### src/logic/twst_pkg.sv
package twst_pkg;

  localparam int unsigned DATA_W     = 8;
  localparam int unsigned ADDR_W     = 2;
  localparam int unsigned BITCNT_W   = 4;

  localparam logic [ADDR_W-1:0] OFS_CONTROL = 2'h0;
  localparam logic [ADDR_W-1:0] OFS_STATUS  = 2'h1;
  localparam logic [ADDR_W-1:0] OFS_DATA    = 2'h2;
  localparam logic [ADDR_W-1:0] OFS_OWNADDR = 2'h3;

  localparam int unsigned CTL_STEP_DONE = 7;
  localparam int unsigned CTL_ACK_EN    = 6;
  localparam int unsigned CTL_BEGIN     = 5;
  localparam int unsigned CTL_HALT      = 4;
  localparam int unsigned CTL_ENABLE    = 2;

  localparam logic [DATA_W-1:0] CODE_SLA_R     = 8'h00_A8;
  localparam logic [DATA_W-1:0] CODE_ARB_SLA_R = 8'h00_B0;
  localparam logic [DATA_W-1:0] CODE_DATA_ACK  = 8'h00_B8;
  localparam logic [DATA_W-1:0] CODE_DATA_NACK = 8'h00_C0;
  localparam logic [DATA_W-1:0] CODE_LAST_ACK  = 8'h00_C8;
  localparam logic [DATA_W-1:0] CODE_NO_INFO   = 8'h00_F8;
  localparam logic [DATA_W-1:0] CODE_BUS_ERR   = 8'h00_00;

  localparam logic [DATA_W-1:0]   RST_BYTE      = 8'h00_00;
  localparam logic [6:0]          BCAST_ADDR    = 7'h00;
  localparam logic [BITCNT_W-1:0] CNT_ZERO      = 4'h0;
  localparam logic [BITCNT_W-1:0] CNT_ONE       = 4'h1;
  localparam logic [BITCNT_W-1:0] CNT_ADDR_DONE = 4'h8;
  localparam logic [BITCNT_W-1:0] CNT_TX_LAST   = 4'h7;

  typedef enum logic [2:0] {
    ST_IDLE     = 3'b000,
    ST_ADDR     = 3'b001,
    ST_ADDR_ACK = 3'b010,
    ST_TX_WAIT  = 3'b011,
    ST_TX_BITS  = 3'b100,
    ST_TX_ACK   = 3'b101,
    ST_END_WAIT = 3'b110,
    ST_ERR_WAIT = 3'b111
  } twst_state_t;

endpackage

### src/logic/twst_slave_tx.sv
// Design decisions made here: the strobed register port and the address map.
`timescale 1ns/1ns
module twst_slave_tx
  import twst_pkg::*;
(
  input  wire logic              CLK,
  input  wire logic              RESET_N,
  input  wire logic [ADDR_W-1:0] REG_ADDR,
  input  wire logic [DATA_W-1:0] REG_WDATA,
  input  wire logic              REG_WR,
  input  wire logic              REG_RD,
  output logic      [DATA_W-1:0] REG_RDATA,
  input  wire logic              SCL_IN,
  output logic                   SCL_OUT,
  output logic                   SCL_OE,
  input  wire logic              SDA_IN,
  output logic                   SDA_OUT,
  output logic                   SDA_OE,
  input  wire logic              ARB_LOST,
  output logic                   START_ISSUE,
  output logic                   STEP_DONE
);

  typedef struct packed {
    twst_state_t         state;
    logic                ack_en;
    logic                begin_req;
    logic                halt_req;
    logic                enable;
    logic                flag;
    logic [DATA_W-1:0]   code;
    logic [DATA_W-1:0]   data_byte;
    logic [DATA_W-1:0]   own_addr;
    logic [DATA_W-1:0]   shifter;
    logic [BITCNT_W-1:0] bitcnt;
    logic                last_byte;
    logic                ack_seen;
    logic                scl_prev;
    logic                sda_prev;
    logic                busy;
    logic                start_pending;
    logic                start_issue;
    logic                scl_drive;
    logic                sda_drive;
    logic [DATA_W-1:0]   rdata;
  } twst_regs_t;

  localparam twst_regs_t REGS_RESET = '{
    state:         ST_IDLE,
    ack_en:        1'b0,
    begin_req:     1'b0,
    halt_req:      1'b0,
    enable:        1'b0,
    flag:          1'b0,
    code:          CODE_NO_INFO,
    data_byte:     RST_BYTE,
    own_addr:      RST_BYTE,
    shifter:       RST_BYTE,
    bitcnt:        CNT_ZERO,
    last_byte:     1'b0,
    ack_seen:      1'b0,
    scl_prev:      1'b1,
    sda_prev:      1'b1,
    busy:          1'b0,
    start_pending: 1'b0,
    start_issue:   1'b0,
    scl_drive:     1'b0,
    sda_drive:     1'b0,
    rdata:         RST_BYTE
  };

  // Own address or enabled broadcast address, read direction, acknowledge allowed
  function automatic logic addr_match(input logic [DATA_W-1:0] rx,
                                      input logic [DATA_W-1:0] own,
                                      input logic              ack_en);
    logic hit;
    hit = (rx[7:1] == own[7:1]) || ((rx[7:1] == BCAST_ADDR) && own[0]);
    return hit && rx[0] && ack_en;
  endfunction

  // Status as software sees it
  function automatic logic [DATA_W-1:0] status_view(input logic              flag,
                                                    input logic [DATA_W-1:0] code);
    return flag ? code : CODE_NO_INFO;
  endfunction

  logic       rst_meta_n;
  logic       rst_sync_n;
  twst_regs_t r_reg;
  twst_regs_t r_next;

  always_ff @(posedge CLK or negedge RESET_N) begin
    if (!RESET_N) begin
      rst_meta_n <= 1'b0;
      rst_sync_n <= 1'b0;
    end else begin
      rst_meta_n <= 1'b1;
      rst_sync_n <= rst_meta_n;
    end
  end

  logic start_cond;
  logic stop_cond;
  logic scl_rise;
  logic scl_fall;
  logic in_frame;
  logic wr_ctl;
  logic flag_clr;
  logic flag_set;

  always_comb begin
    r_next = r_reg;

    start_cond = SCL_IN && r_reg.scl_prev && r_reg.sda_prev && !SDA_IN;
    stop_cond  = SCL_IN && r_reg.scl_prev && !r_reg.sda_prev && SDA_IN;
    scl_rise   = SCL_IN && !r_reg.scl_prev;
    scl_fall   = !SCL_IN && r_reg.scl_prev;
    in_frame   = ((r_reg.state == ST_ADDR) && (r_reg.bitcnt != CNT_ZERO)) ||
                 (r_reg.state == ST_ADDR_ACK) ||
                 (r_reg.state == ST_TX_BITS) ||
                 (r_reg.state == ST_TX_ACK);

    wr_ctl   = REG_WR && (REG_ADDR == OFS_CONTROL);
    flag_clr = wr_ctl && REG_WDATA[CTL_STEP_DONE] && r_reg.flag;
    flag_set = 1'b0;

    r_next.scl_prev    = SCL_IN;
    r_next.sda_prev    = SDA_IN;
    r_next.start_issue = 1'b0;

    if (start_cond) begin
      r_next.busy = 1'b1;
    end else if (stop_cond) begin
      r_next.busy = 1'b0;
    end

    if (wr_ctl) begin
      r_next.ack_en    = REG_WDATA[CTL_ACK_EN];
      r_next.begin_req = REG_WDATA[CTL_BEGIN];
      r_next.halt_req  = REG_WDATA[CTL_HALT];
      r_next.enable    = REG_WDATA[CTL_ENABLE];
    end
    if (REG_WR && (REG_ADDR == OFS_DATA) && r_reg.flag) begin
      r_next.data_byte = REG_WDATA;
    end
    if (REG_WR && (REG_ADDR == OFS_OWNADDR)) begin
      r_next.own_addr = REG_WDATA;
    end

    if (!r_reg.enable) begin
      r_next.state = ST_IDLE;
    end else if (in_frame && (start_cond || stop_cond)) begin
      r_next.state = ST_ERR_WAIT;
      r_next.code  = CODE_BUS_ERR;
      flag_set     = 1'b1;
    end else begin
      case (r_reg.state)
        ST_IDLE: begin
          if (start_cond) begin
            r_next.state  = ST_ADDR;
            r_next.bitcnt = CNT_ZERO;
          end
        end
        ST_ADDR: begin
          if (start_cond) begin
            r_next.bitcnt = CNT_ZERO;
          end else if (stop_cond) begin
            r_next.state = ST_IDLE;
          end else if (scl_rise && (r_reg.bitcnt != CNT_ADDR_DONE)) begin
            r_next.shifter = {r_reg.shifter[DATA_W-2:0], SDA_IN};
            r_next.bitcnt  = r_reg.bitcnt + CNT_ONE;
          end else if (scl_fall && (r_reg.bitcnt == CNT_ADDR_DONE)) begin
            if (addr_match(r_reg.shifter, r_reg.own_addr, r_reg.ack_en)) begin
              r_next.state = ST_ADDR_ACK;
            end else begin
              r_next.state = ST_IDLE;
            end
          end
        end
        ST_ADDR_ACK: begin
          if (scl_fall) begin
            r_next.state = ST_TX_WAIT;
            r_next.code  = ARB_LOST ? CODE_ARB_SLA_R : CODE_SLA_R;
            flag_set     = 1'b1;
          end
        end
        ST_TX_WAIT: begin
          if (flag_clr) begin
            r_next.state     = ST_TX_BITS;
            r_next.shifter   = r_reg.data_byte;
            r_next.bitcnt    = CNT_ZERO;
            r_next.last_byte = !r_next.ack_en;
          end
        end
        ST_TX_BITS: begin
          if (scl_fall) begin
            r_next.shifter = {r_reg.shifter[DATA_W-2:0], 1'b1};
            r_next.bitcnt  = r_reg.bitcnt + CNT_ONE;
            if (r_reg.bitcnt == CNT_TX_LAST) begin
              r_next.state = ST_TX_ACK;
            end
          end
        end
        ST_TX_ACK: begin
          if (scl_rise) begin
            r_next.ack_seen = !SDA_IN;
          end else if (scl_fall) begin
            flag_set = 1'b1;
            if (!r_reg.ack_seen) begin
              r_next.code  = CODE_DATA_NACK;
              r_next.state = ST_END_WAIT;
            end else if (r_reg.last_byte) begin
              r_next.code  = CODE_LAST_ACK;
              r_next.state = ST_END_WAIT;
            end else begin
              r_next.code  = CODE_DATA_ACK;
              r_next.state = ST_TX_WAIT;
            end
          end
        end
        ST_END_WAIT: begin
          if (flag_clr) begin
            // Recognition afterwards follows ack_en alone
            r_next.state = ST_IDLE;
            if (r_next.begin_req) begin
              r_next.start_pending = 1'b1;
            end
          end
        end
        ST_ERR_WAIT: begin
          if (flag_clr) begin
            r_next.state    = ST_IDLE;
            r_next.halt_req = 1'b0;
          end
        end
        default: begin
          r_next.state = ST_IDLE;
        end
      endcase
    end

    // Set wins over a clear in the same cycle
    r_next.flag = flag_set || (r_reg.flag && !flag_clr);

    if (r_reg.start_pending && !r_reg.busy && (r_reg.state == ST_IDLE)) begin
      r_next.start_pending = 1'b0;
      r_next.start_issue   = 1'b1;
    end

    r_next.scl_drive = r_next.flag &&
                       ((r_next.state == ST_TX_WAIT) || (r_next.state == ST_END_WAIT));
    r_next.sda_drive = (r_next.state == ST_ADDR_ACK) ||
                       ((r_next.state == ST_TX_BITS) && !r_next.shifter[DATA_W-1]);

    r_next.rdata = RST_BYTE;
    if (REG_RD) begin
      case (REG_ADDR)
        OFS_CONTROL: begin
          r_next.rdata = RST_BYTE;
          r_next.rdata[CTL_STEP_DONE] = r_reg.flag;
          r_next.rdata[CTL_ACK_EN]    = r_reg.ack_en;
          r_next.rdata[CTL_BEGIN]     = r_reg.begin_req;
          r_next.rdata[CTL_HALT]      = r_reg.halt_req;
          r_next.rdata[CTL_ENABLE]    = r_reg.enable;
        end
        OFS_STATUS: begin
          r_next.rdata = status_view(r_reg.flag, r_reg.code);
        end
        OFS_DATA: begin
          r_next.rdata = r_reg.data_byte;
        end
        OFS_OWNADDR: begin
          r_next.rdata = r_reg.own_addr;
        end
        default: begin
          r_next.rdata = RST_BYTE;
        end
      endcase
    end
  end

  always_ff @(posedge CLK or negedge rst_sync_n) begin
    if (!rst_sync_n) begin
      r_reg <= REGS_RESET;
    end else begin
      r_reg <= r_next;
    end
  end

  assign REG_RDATA   = r_reg.rdata;
  assign SCL_OUT     = 1'b0;
  assign SCL_OE      = r_reg.scl_drive;
  assign SDA_OUT     = 1'b0;
  assign SDA_OE      = r_reg.sda_drive;
  assign START_ISSUE = r_reg.start_issue;
  assign STEP_DONE   = r_reg.flag;

endmodule

### config.mk
export PLATFORM = sky130hd
export DESIGN_NAME = twst_slave_tx
export DESIGN_NICKNAME = d
export VERILOG_FILES = /design/src/logic/twst_pkg.sv /design/src/logic/twst_slave_tx.sv
export SDC_FILE = /design/constraint.sdc
export NUM_CORES = 1
export LEC_CHECK = 0
export BUFFER_PORTS_ARGS = -buffer_cell sky130_fd_sc_hd__buf_2
export CAP_MARGIN = 20
export CORE_UTILIZATION = 45
export DETAILED_ROUTE_END_ITERATION = 7
export HOLD_SLACK_MARGIN = 0.02
export PLACE_DENSITY = 0.66
export RECOVER_POWER = 25
export SLEW_MARGIN = 0
export SYNTH_ARGS = -nofsm -noshare
export SYNTH_HDL_FRONTEND = slang
export SYNTH_SLANG_ARGS = --single-unit
### constraint.sdc
create_clock -name CLK -period 2.1 [get_ports CLK]
set_input_delay 0 -clock CLK [delete_from_list [all_inputs] [get_ports CLK]]
set_output_delay 0 -clock CLK [all_outputs]
set_load 0.01 [all_outputs]
==> results by group, run 1 <==
Layout
  • Share of post-route cells with drive strength above 1: 43.59%
  • Fillcell total: 494
  • Area of the multi-input gates: 0.001695 mm2
  • Area used by sequential logic in the layout: about 0.0015 mm2
  • Core occupancy in the finished layout: 65.46%
  • Max FFs per register: 46
  • Area added between synthesis and finish: 36.74%
  • N_diodes: 0
  • Number of nets in the layout: a little over 400

Die
  • Row count: 29
  • Y dimension of the die: about 85 um
  • Full die area: 0.007245 mm2
  • Initial Util: 47.87%
  • # IOs: 31
  • Die extent in x: 85.12 um
  • Std-Cell Core Area: ~0.0065 mm2

Critical path
  • Required time at the worst-slack endpoint: 2.33 ns
  • Data arrival time of the worst path: 2.62 ns
  • Critical Path Fanout Max: 4
  • Worst setup path category: flip-flop to flip-flop
  • Startpoint type of the worst setup path: flip-flop
  • Critical Path Sink Type: flip-flop

Global route
  • Number of global-route vias before repair: 2773
  • Maximum number of pins on one net before global-route repair: between 40 and 50
  • Combined global-route utilization of all metal layers: between 20 and 30%
  • Number of antenna violations at the first check in global routing: 0
  • First-pass GRT wire length: 13770 um
  • Global route total overflow: 0

STA
  • Min cycle time layout: between 2 and 2.5 ns
  • Transition time at the pin with the least slew margin: 1.180 ns
  • Setup repair after global routing missed its margin: yes
  • Worst hold margin: about 0.11 ns
  • Tcrit/Tclk final: 113.8%
  • Final-report hold violation count: 0
  • Final-report max-slew violation count: 0
  • Least setup slack across all paths after layout: -0.2891 ns
  • Finish-stage setup viols: 17
  • Headroom to the max-slew limit: 21.31%
  • Clock tree skew after final layout: roughly 0.012 ns
  • Max frequency: 418.6 MHz

Synthesis
  • XOR/XNOR Fraction of Synth Area: roughly 2.5%
  • Multiplexer share of the synthesized area: roughly a tenth
  • Netlist area before placement: 0.003109 mm2
  • Mean cell area of the mapped netlist: 10.30 um2
  • Number of register bits inferred by synthesis: 60
  • Part of the Yosys area used for sequential elements: about 49%
  • Arithmetic-cell share of the synthesized area counting full adders, half adders and majority gates: 0.8048%
  • Synthesized-area fraction occupied by ao, oa, aoi and oai cells: 15.37%
  • Post-Synthesis Cells: 302
  • Number of enable-type register cells in the synthesized netlist: 0
  • Count of unique library cells instantiated by Yosys: 58
  • Dominant synthesized flop cell: dfrtp_1
  • Post-Synth Simple-Gate Area: 16.94%
  • Fraction of synthesis flops using an asynchronous set or reset pin: 100.0%
  • Synthesis Warnings: 0
  • Combinational family with the most area after synthesis: simple AND/OR/NAND/NOR gates

Detailed routing
  • Remaining number of nets flagged by the antenna check after routing: 0
  • Count of routing violations after the opening detailed-route iteration: about 130
  • Post-route DRC: 0
  • Initial DRT Pass Iterations: 4
  • Average detailed-routed wire length per instance: 17.90 um
  • Via density: approximately 5.7
  • Vias after detailed routing: 2665
  • Total routed wirelength: 8360 um

Clock network
  • TritonCTS Buffers: 9
  • Max Root-Sink Buffers: 2
  • Clock Sink Count: 60
  • Deepest level of the CTS H-tree: 3
  • Cell at the root of the clock tree: clkbuf_8
  • Clock-pin slew reported for the worst setup and hold paths after clock tree synthesis: around 0.070 ns
  • Clock latency on the worst-skew pair: approximately 0.35 ns
  • TritonCTS clock tree: done

Outcome
  • Run status: complete, but fails checks
  • Violated checks: setup timing

Power and ir drop
  • Leakage component of the power: 1.934 nW
  • Power density relative to cell area: 683.5 mW/mm2
  • Peak ir drop on the vdd network: 347.9 uV

Place
  • Port Buf Inserts: 28
  • Post-DP HPWL: roughly 5600 um
  • Weighted congestion reported at the end of routability-driven placement: 0.9307
  • Worst slack at placement: -0.3442 ns

Worst hold path
  • Kind of path behind the tightest hold check: input port to flip-flop

Job
  • # Max-Cap Violations: 0
-- synth_stat cells, types with 2 or more instances --
cell type	instances	area share [%]
nand2b_1	5	1.0
nand4b_1	3	0.85
nand2_1	25	3.0
nor2_1	15	1.8
xnor2_1	4	1.1
nor4_1	3	0.60
nor2b_1	8	1.6
nor3_1	7	1.1
o31ai_1	3	0.72
and2_1	3	0.60
conb_1	2	0.24
or3_1	3	0.60
a221oi_1	8	2.3
ha_1	2	0.80
a31oi_1	4	0.80
mux2_2	22	8.0
a211oi_1	3	0.72
inv_1	11	1.3
o21ai_0	19	3.1
nand3b_1	2	0.48
o21a_1	2	0.48
dfstp_2	7	5.9
nand3_1	8	1.3
xor2_1	5	1.4
buf_4	10	2.4
clkbuf_1	8	0.97
buf_2	5	0.80
a21oi_1	14	2.3
dfrtp_1	53	43
mux2i_1	6	1.9
nor4b_1	2	0.56
a22oi_1	2	0.48
o21ai_1	2	0.32
nand4_1	2	0.40
-- cell type report --
class | instances | share of cell area [%]
flip-flops and latches | 60 | 35.55
repair buffers | 94 | 16.57
well taps | 77 | 2.266
clock buffers | 12 | 3.649
multi-input cells | 209 | 39.88
clock inverters | 4 | 1.118
inverters | 11 | 0.9712
-- cell families (layout without fill, tap and decap cells) --
kind of cell	after synthesis	in the layout
compound gates	71	71
xor+xnor	9	9
fa+ha+maj	2	2
buf+inv	35	121
flops	60	60
mux	28	28
other cells	2	3
simple gates	95	96
-- metal layers --
metal	vias to the layer above	wire, um	track usage (%)
li1	1261	-	-
met2	63	4232	42.52
met3	15	301	5.156
met4	0	167	9.861
met5	-	0	0
met1	1326	3658	31.91
-- cell usage in the layout (no fill, tap or decap), types with 10 or more instances in the layout --
| cell type | n |
|---|---|
| dfrtp_1 | 52 |
| buf_4 | 41 |
| buf_2 | 27 |
| mux2_2 | 22 |
| nand2_1 | 17 |
| a21oi_1 | 14 |
| dlygate4sd3_1 | 14 |
| nor2_1 | 13 |
| o21ai_0 | 12 |
| inv_1 | 11 |
| clkbuf_8 | 11 |
| buf_6 | 10 |
-- worst max-delay path: stages (launching register included) --
cell and delay, ns:
dfrtp_1 0.38, inv_1 0.06, ha_2 0.16, or3b_4 0.38, a311oi_4 0.26, o21ai_2 0.11
buf_4 0.14, buf_6 0.11, buf_6 0.12, o311a_4 0.31, a31o_4 0.24
-- stage by stage --
step	total power, mW	TNS (ns)	cells	instance area (um2)
after floorplan	1.605	-3.541	303	3174
after global placement	1.743	-2.672	428	3608
after detailed placement	1.756	-3.752	428	3608
after CTS	2.888	-2.750	465	4149
after global routing	3.023	-4.828	467	4252
final	2.906	-2.897	467	4252
-- final timing paths --
check	start	to	slack, ns	depth (start not counted)
max in group asynchronous	rst_sync_n$_DFF_PN0_	SCL_OE$_DFF_PN0_	0.57	1
min reg2reg	rst_sync_n$_DFF_PN0_	r_reg[19]$_DFFE_PN0P_	0.12	0
min	REG_ADDR[1]	REG_RDATA[4]$_DFF_PN0_	0.11	3
min in group asynchronous	rst_sync_n$_DFF_PN0_	r_reg[19]$_DFFE_PN0P_	0.12	0
max reg2reg	r_reg[17]$_DFFE_PN0P_	SDA_OE$_DFF_PN0_	-0.29	10
max	r_reg[17]$_DFFE_PN0P_	SDA_OE$_DFF_PN0_	-0.29	10
-- report_power, final --
group | internal (mW) | total, mW | switching (mW)
Sequential | 1.25 | 1.36 | 0.102
Combinational | 0.244 | 0.466 | 0.222
Clock | 0.609 | 1.08 | 0.475
Total | 2.11 | 2.91 | 0.799
-- what timing repair did --
action                     in CTS  in global routing
setup endpoints to repair      20                 25
hold buffers                   14                  0
pin swaps                      18                 22
gates resized for setup        28                 30
hold endpoints to repair       34                  0
buffers inserted                9                  2
cloned                          1                  0
Note: power is estimated with default switching activity, not from simulation.
==> run 2: changes to the inputs <==
clock period = 2.4 ns   (was 2.1 ns; I/O delays follow)
==> results by group, run 2 (same netlist as run 1, synthesis figures left out) <==
Die
  • Full die area: just over 0.007 mm2
  • Std-Cell Core Area: 0.006495 mm2
  • Die extent in x: between 80 and 90 um
  • Row count: 29
  • Y dimension of the die: 85.12 um
  • # IOs: 31
  • Initial Util: 47.87%

Worst hold path
  • Start point of the worst min-delay path: REG_ADDR[1]
  • Kind of path behind the tightest hold check: input port to flip-flop

STA
  • Headroom to the max-slew limit: approximately 18%
  • Tcrit/Tclk final: 100.7%
  • Setup repair after global routing missed its margin: yes
  • Least setup slack across all paths after layout: -0.01606 ns
  • Finish-stage setup viols: 2
  • Final-report max-slew violation count: 0
  • Clock tree skew after final layout: 0.009951 ns
  • Worst hold margin: 0.1071 ns
  • Transition time at the pin with the least slew margin: 1.236 ns
  • Min cycle time layout: 2.416 ns
  • Final-report hold violation count: 0
  • Max frequency: 413.9 MHz

Power and ir drop
  • Post-route total power: 2.450 mW
  • Leakage component of the power: between 1.5 and 2 nW
  • Peak ir drop on the vdd network: 308.8 uV
  • Power density relative to cell area: between 600 and 700 mW/mm2

Global route
  • Number of global-route vias before repair: 2613
  • Global route total overflow: 0
  • First-pass GRT wire length: 12520 um
  • Global-route layer with the greatest usage: met2
  • Number of antenna violations at the first check in global routing: 0
  • Combined global-route utilization of all metal layers: between 20 and 25%
  • GR met2 Demand/Resource: 37.17%
  • Routing usage on met3: 3.794%
  • M1 GR Usage: between 20% and 30%
  • Maximum number of pins on one net before global-route repair: 31

Critical path
  • Largest stage delay on the critical path: 0.54 ns
  • Critical path buffer and inverter count: 1
  • Data arrival time of the worst path: 2.69 ns
  • Required time at the worst-slack endpoint: 2.68 ns
  • Launch point of the critical path: r_reg[17]$_DFFE_PN0P_
  • Critical Path Sink Type: flip-flop
  • Startpoint type of the worst setup path: flip-flop
  • Critical R2R Launch: r_reg[17]$_DFFE_PN0P_
  • Worst setup path category: flip-flop to flip-flop
  • Critical Path Fanout Max: 2
  • Ordered list of cells on the worst path: inv_1 > ha_1 > or3b_4 > a311oi_4 > o21ai_2 > or4_4 > or3_4 > o21ai_1
  • CP delay by family, top: simple AND/OR/NAND/NOR gates
  • Slowest cell on the critical path: or4_4

Layout
  • Area added between synthesis and finish: 24.06%
  • Fillcell total: 544
  • Number of standard cells in the layout, taps in and fillers out: 445
  • Commonest cells after routing, fill and taps aside: dfrtp_1 (52), buf_4 (30), nand2_1 (25)
  • Number of nets in the layout: 382
  • Share of post-route cells with drive strength above 1: 30.71%
  • Max FFs per register: 46
  • Commonest non-fill, non-tap cell in the layout: dfrtp_1
  • N_diodes: 0
  • Final std cell area, no fill: a little under 0.004 mm2

Clock network
  • Max Root-Sink Buffers: 2
  • Clock-pin slew reported for the worst setup and hold paths after clock tree synthesis: approximately 0.08 ns
  • Deepest level of the CTS H-tree: 3
  • Clock latency on the worst-skew pair: 0.34 ns
  • Cell at the root of the clock tree: clkbuf_8
  • Clock Sink Count: 60
  • TritonCTS clock tree: done
  • TritonCTS Buffers: 9

Detailed routing
  • Vias after detailed routing: 2550
  • Via density: 5.730
  • Initial DRT Pass Iterations: 4
  • Total routed wirelength: ~7600 um
  • Average detailed-routed wire length per instance: 17.07 um
  • Count of routing violations after the opening detailed-route iteration: 134
  • Post-route DRC: 0
  • Remaining number of nets flagged by the antenna check after routing: 0

Place
  • Port Buf Inserts: 28
  • Weighted congestion reported at the end of routability-driven placement: 0.9337
  • Post-DP HPWL: 5426 um
  • Post-detailed-placement cell area: roughly 0.0034 mm2
  • Placed insts: roughly 400

Outcome
  • Violated checks: setup timing
  • Run status: complete, but fails checks

Job
  • # Max-Cap Violations: 0
run 2: repair_timing:
item | CTS | global route
gates cloned | 0 | 1
pin swaps | 3 | 3
resized for setup | 6 | 9
endpoints found under the setup margin | 7 | 15
endpoints found under the hold margin | 34 | 0
setup buffers | 3 | 1
hold buffers | 14 | 0
run 2: layout make-up:
cell class	instances	area, um2	area share, %
tap	77	96.34	2.498
inverter	11	41.29	1.070
sequential	60	1511	39.18
clock inverter	6	63.81	1.654
timing repair buffer	72	489.2	12.68
clock buffer	10	137.6	3.568
multi-input combinational	209	1518	39.34
run 2: worst paths after layout:
path                       depth (start not counted)                      to  slack, ns
max in group asynchronous                          1     r_reg[13]$_DFF_PN1_       0.97
hold reg to reg                                    0    rst_sync_n$_DFF_PN0_       0.36
hold / removal                                     3  REG_RDATA[4]$_DFF_PN0_       0.11
min in group asynchronous                          3    rst_sync_n$_DFF_PN0_       0.50
setup reg to reg                                   8   r_reg[17]$_DFFE_PN0P_      -0.02
setup / recovery                                   8   r_reg[17]$_DFFE_PN0P_      -0.02
run 2: layer usage:
layer | up-vias | part of all wire (%)
li1 | 1207 | -
met1 | 1264 | 47
met2 | 67 | 48
met3 | 12 | 3.3
met4 | 0 | 1.7
met5 | - | 0
run 2: worst reg2reg max path, stage by stage (launching register included):
cell and delay, ns:
dfrtp_1 0.38, inv_1 0.06, ha_1 0.16, or3b_4 0.40, a311oi_4 0.24, o21ai_2 0.09
or4_4 0.54, or3_4 0.35, o21ai_1 0.12
run 2: metrics by stage:
stage	util (%)	worst slack (ns)	TNS, ns
floorplan	-	-0.1271	-0.3832
global placement	52.73	0.02991	0
detailed placement	52.73	-0.05444	-0.1860
CTS	58.81	-0.05667	-0.09935
global route	59.39	-0.1109	-0.3124
finish	59.39	-0.01606	-0.03179
run 2: where the power goes:
part | switching (mW) | internal [mW] | total (mW)
Combinational | 0.154 | 0.165 | 0.318
Clock | 0.429 | 0.505 | 0.934
Sequential | 0.101 | 1.10 | 1.20
==> run 3: changes to the inputs <==
ABC_CLOCK_PERIOD_IN_PS = 2400   (was not set)
RECOVER_POWER = 100   (was 25)
==> results by group, run 3 (same netlist as run 1, synthesis figures left out) <==
Outcome
  • Run status: complete, but fails checks
  • Violated checks: setup timing

Place
  • Port Buf Inserts: 28
  • Post-detailed-placement cell area: 0.003425 mm2
  • Weighted congestion reported at the end of routability-driven placement: 0.9337
  • Placed insts: 410
  • Worst slack at placement: -0.05444 ns
  • Post-DP HPWL: 5426 um

Die
  • Initial Util: between 40% and 50%
  • Full die area: 0.007245 mm2
  • Y dimension of the die: 85.12 um
  • # IOs: 31
  • Row count: 29
  • Die extent in x: around 85 um
  • Std-Cell Core Area: 0.006495 mm2

Detailed routing
  • Via density: 5.712
  • Remaining number of nets flagged by the antenna check after routing: 0
  • Vias after detailed routing: 2542
  • Count of routing violations after the opening detailed-route iteration: ~130
  • Total routed wirelength: 7548 um
  • Average detailed-routed wire length per instance: between 15 and 20 um
  • Initial DRT Pass Iterations: 5
  • Post-route DRC: 0

STA
  • Least setup slack across all paths after layout: -0.01555 ns
  • Tcrit/Tclk final: 100.6%
  • Final-report max-slew violation count: 0
  • Finish-stage setup viols: 2
  • Clock tree skew after final layout: 0.008400 ns
  • Final-report hold violation count: 0
  • Setup repair after global routing missed its margin: yes
  • Worst hold margin: between 0.1 and 0.15 ns
  • Transition time at the pin with the least slew margin: 1.227 ns
  • Min cycle time layout: 2.416 ns
  • Headroom to the max-slew limit: about 18%
  • Max frequency: 414.0 MHz

Layout
  • Commonest cells after routing, fill and taps aside: dfrtp_1 (53), nand2_1 (25), buf_4 (24)
  • Area added between synthesis and finish: 23.26%
  • Final std cell area, no fill: 0.003832 mm2
  • Commonest non-fill, non-tap cell in the layout: dfrtp_1
  • Max FFs per register: 46
  • N_diodes: 0
  • Core occupancy in the finished layout: 59.01%
  • Number of standard cells in the layout, taps in and fillers out: 445
  • Number of nets in the layout: 382
  • Share of post-route cells with drive strength above 1: 27.99%

Global route
  • Number of antenna violations at the first check in global routing: 0
  • Maximum number of pins on one net before global-route repair: 31
  • Combined global-route utilization of all metal layers: 22.44%
  • Number of global-route vias before repair: approximately 2.6k
  • Global route total overflow: 0
  • First-pass GRT wire length: 12520 um

Clock network
  • Clock Sink Count: 60
  • TritonCTS Buffers: 9
  • Clock-pin slew reported for the worst setup and hold paths after clock tree synthesis: 0.07 ns
  • Clock latency on the worst-skew pair: 0.34 ns
  • Max Root-Sink Buffers: 2
  • Deepest level of the CTS H-tree: 3
  • TritonCTS clock tree: done
  • Cell at the root of the clock tree: clkbuf_8

Critical path
  • Critical R2R Launch: r_reg[17]$_DFFE_PN0P_
  • Worst setup path category: flip-flop to flip-flop
  • Critical Path Sink Type: flip-flop
  • Data arrival time of the worst path: 2.69 ns
  • Required time at the worst-slack endpoint: 2.67 ns
  • Launch point of the critical path: r_reg[17]$_DFFE_PN0P_
  • Critical Path Fanout Max: 2
  • Startpoint type of the worst setup path: flip-flop

Power and ir drop
  • Leakage component of the power: 1.681 nW
  • Peak ir drop on the vdd network: 305.6 uV
  • Power density relative to cell area: 636.5 mW/mm2

Worst hold path
  • Kind of path behind the tightest hold check: input port to flip-flop
  • Start point of the worst min-delay path: REG_ADDR[1]

Job
  • # Max-Cap Violations: 0
run 3: changes by cell type in the layout (fill, tap and decap cells not counted), sizes merged:
cell    previous run  this run
buf               45        38
clkbuf            23        30
run 3: area by class of cell:
| class | count | area, um2 |
|---|---|---|
| Sequential cell | 60 | 1510 |
| Inverter | 11 | 41.29 |
| Timing Repair Buffer | 72 | 465.4 |
| Clock buffer | 10 | 137.6 |
| Clock inverter | 6 | 63.81 |
| Tap cell | 77 | 96.34 |
| Fill cell | 553 | 2663 |
| Multi-Input combinational cell | 209 | 1518 |
run 3: repair_timing:
item                                    CTS  global route
endpoints found under the setup margin    7            15
pin swaps                                 3             3
resized for setup                         6             9
endpoints found under the hold margin    34             0
buffers inserted                          3             1
hold buffers                             14             0
cloned                                    0             1
run 3: through the flow:
step           TNS (ns)  total power, mW
2_1_floorplan   -0.3832            1.400
3_3_place_gp          0            1.493
3_5_place_dp    -0.1860            1.502
4_1_cts        -0.09935            2.452
5_1_grt         -0.3778            2.543
6_report       -0.03075            2.439
run 3: worst max-delay path, cell delays in order, from the launching register on:
cell      delay [ns]
dfrtp_1         0.38
inv_1           0.06
ha_1            0.17
or3b_4          0.40
a311oi_4        0.24
o21ai_2         0.08
or4_4           0.54
or3_4           0.35
o21ai_1         0.12
run 3: routing by layer:
layer	vias up	share of wire, %	wire, um	global-route usage, %
met4	0	1.6	119	9.861
met5	-	0	0	0
met1	1262	46	3501	29.03
met2	65	48	3659	37.17
li1	1205	-	-	-
met3	10	3.5	267	3.794
run 3: worst paths after layout:
kind | endpoint | slack, ns | cells past startpoint
min in group asynchronous | rst_sync_n$_DFF_PN0_ | 0.50 | 3
worst max register to register | r_reg[17]$_DFFE_PN0P_ | -0.02 | 8
max in group asynchronous | r_reg[24]$_DFFE_PN0P_ | 0.52 | 1
worst min register to register | rst_sync_n$_DFF_PN0_ | 0.36 | 0
worst min-delay path | REG_RDATA[6]$_DFF_PN0_ | 0.11 | 3
worst max-delay path | r_reg[17]$_DFFE_PN0P_ | -0.02 | 8
run 3: power breakdown:
group / switching [mW] / leakage, nW / internal, mW
Sequential: 0.100 / 0.747 / 1.10
Clock: 0.426 / 0.0983 / 0.505
Combinational: 0.153 / 0.836 / 0.158
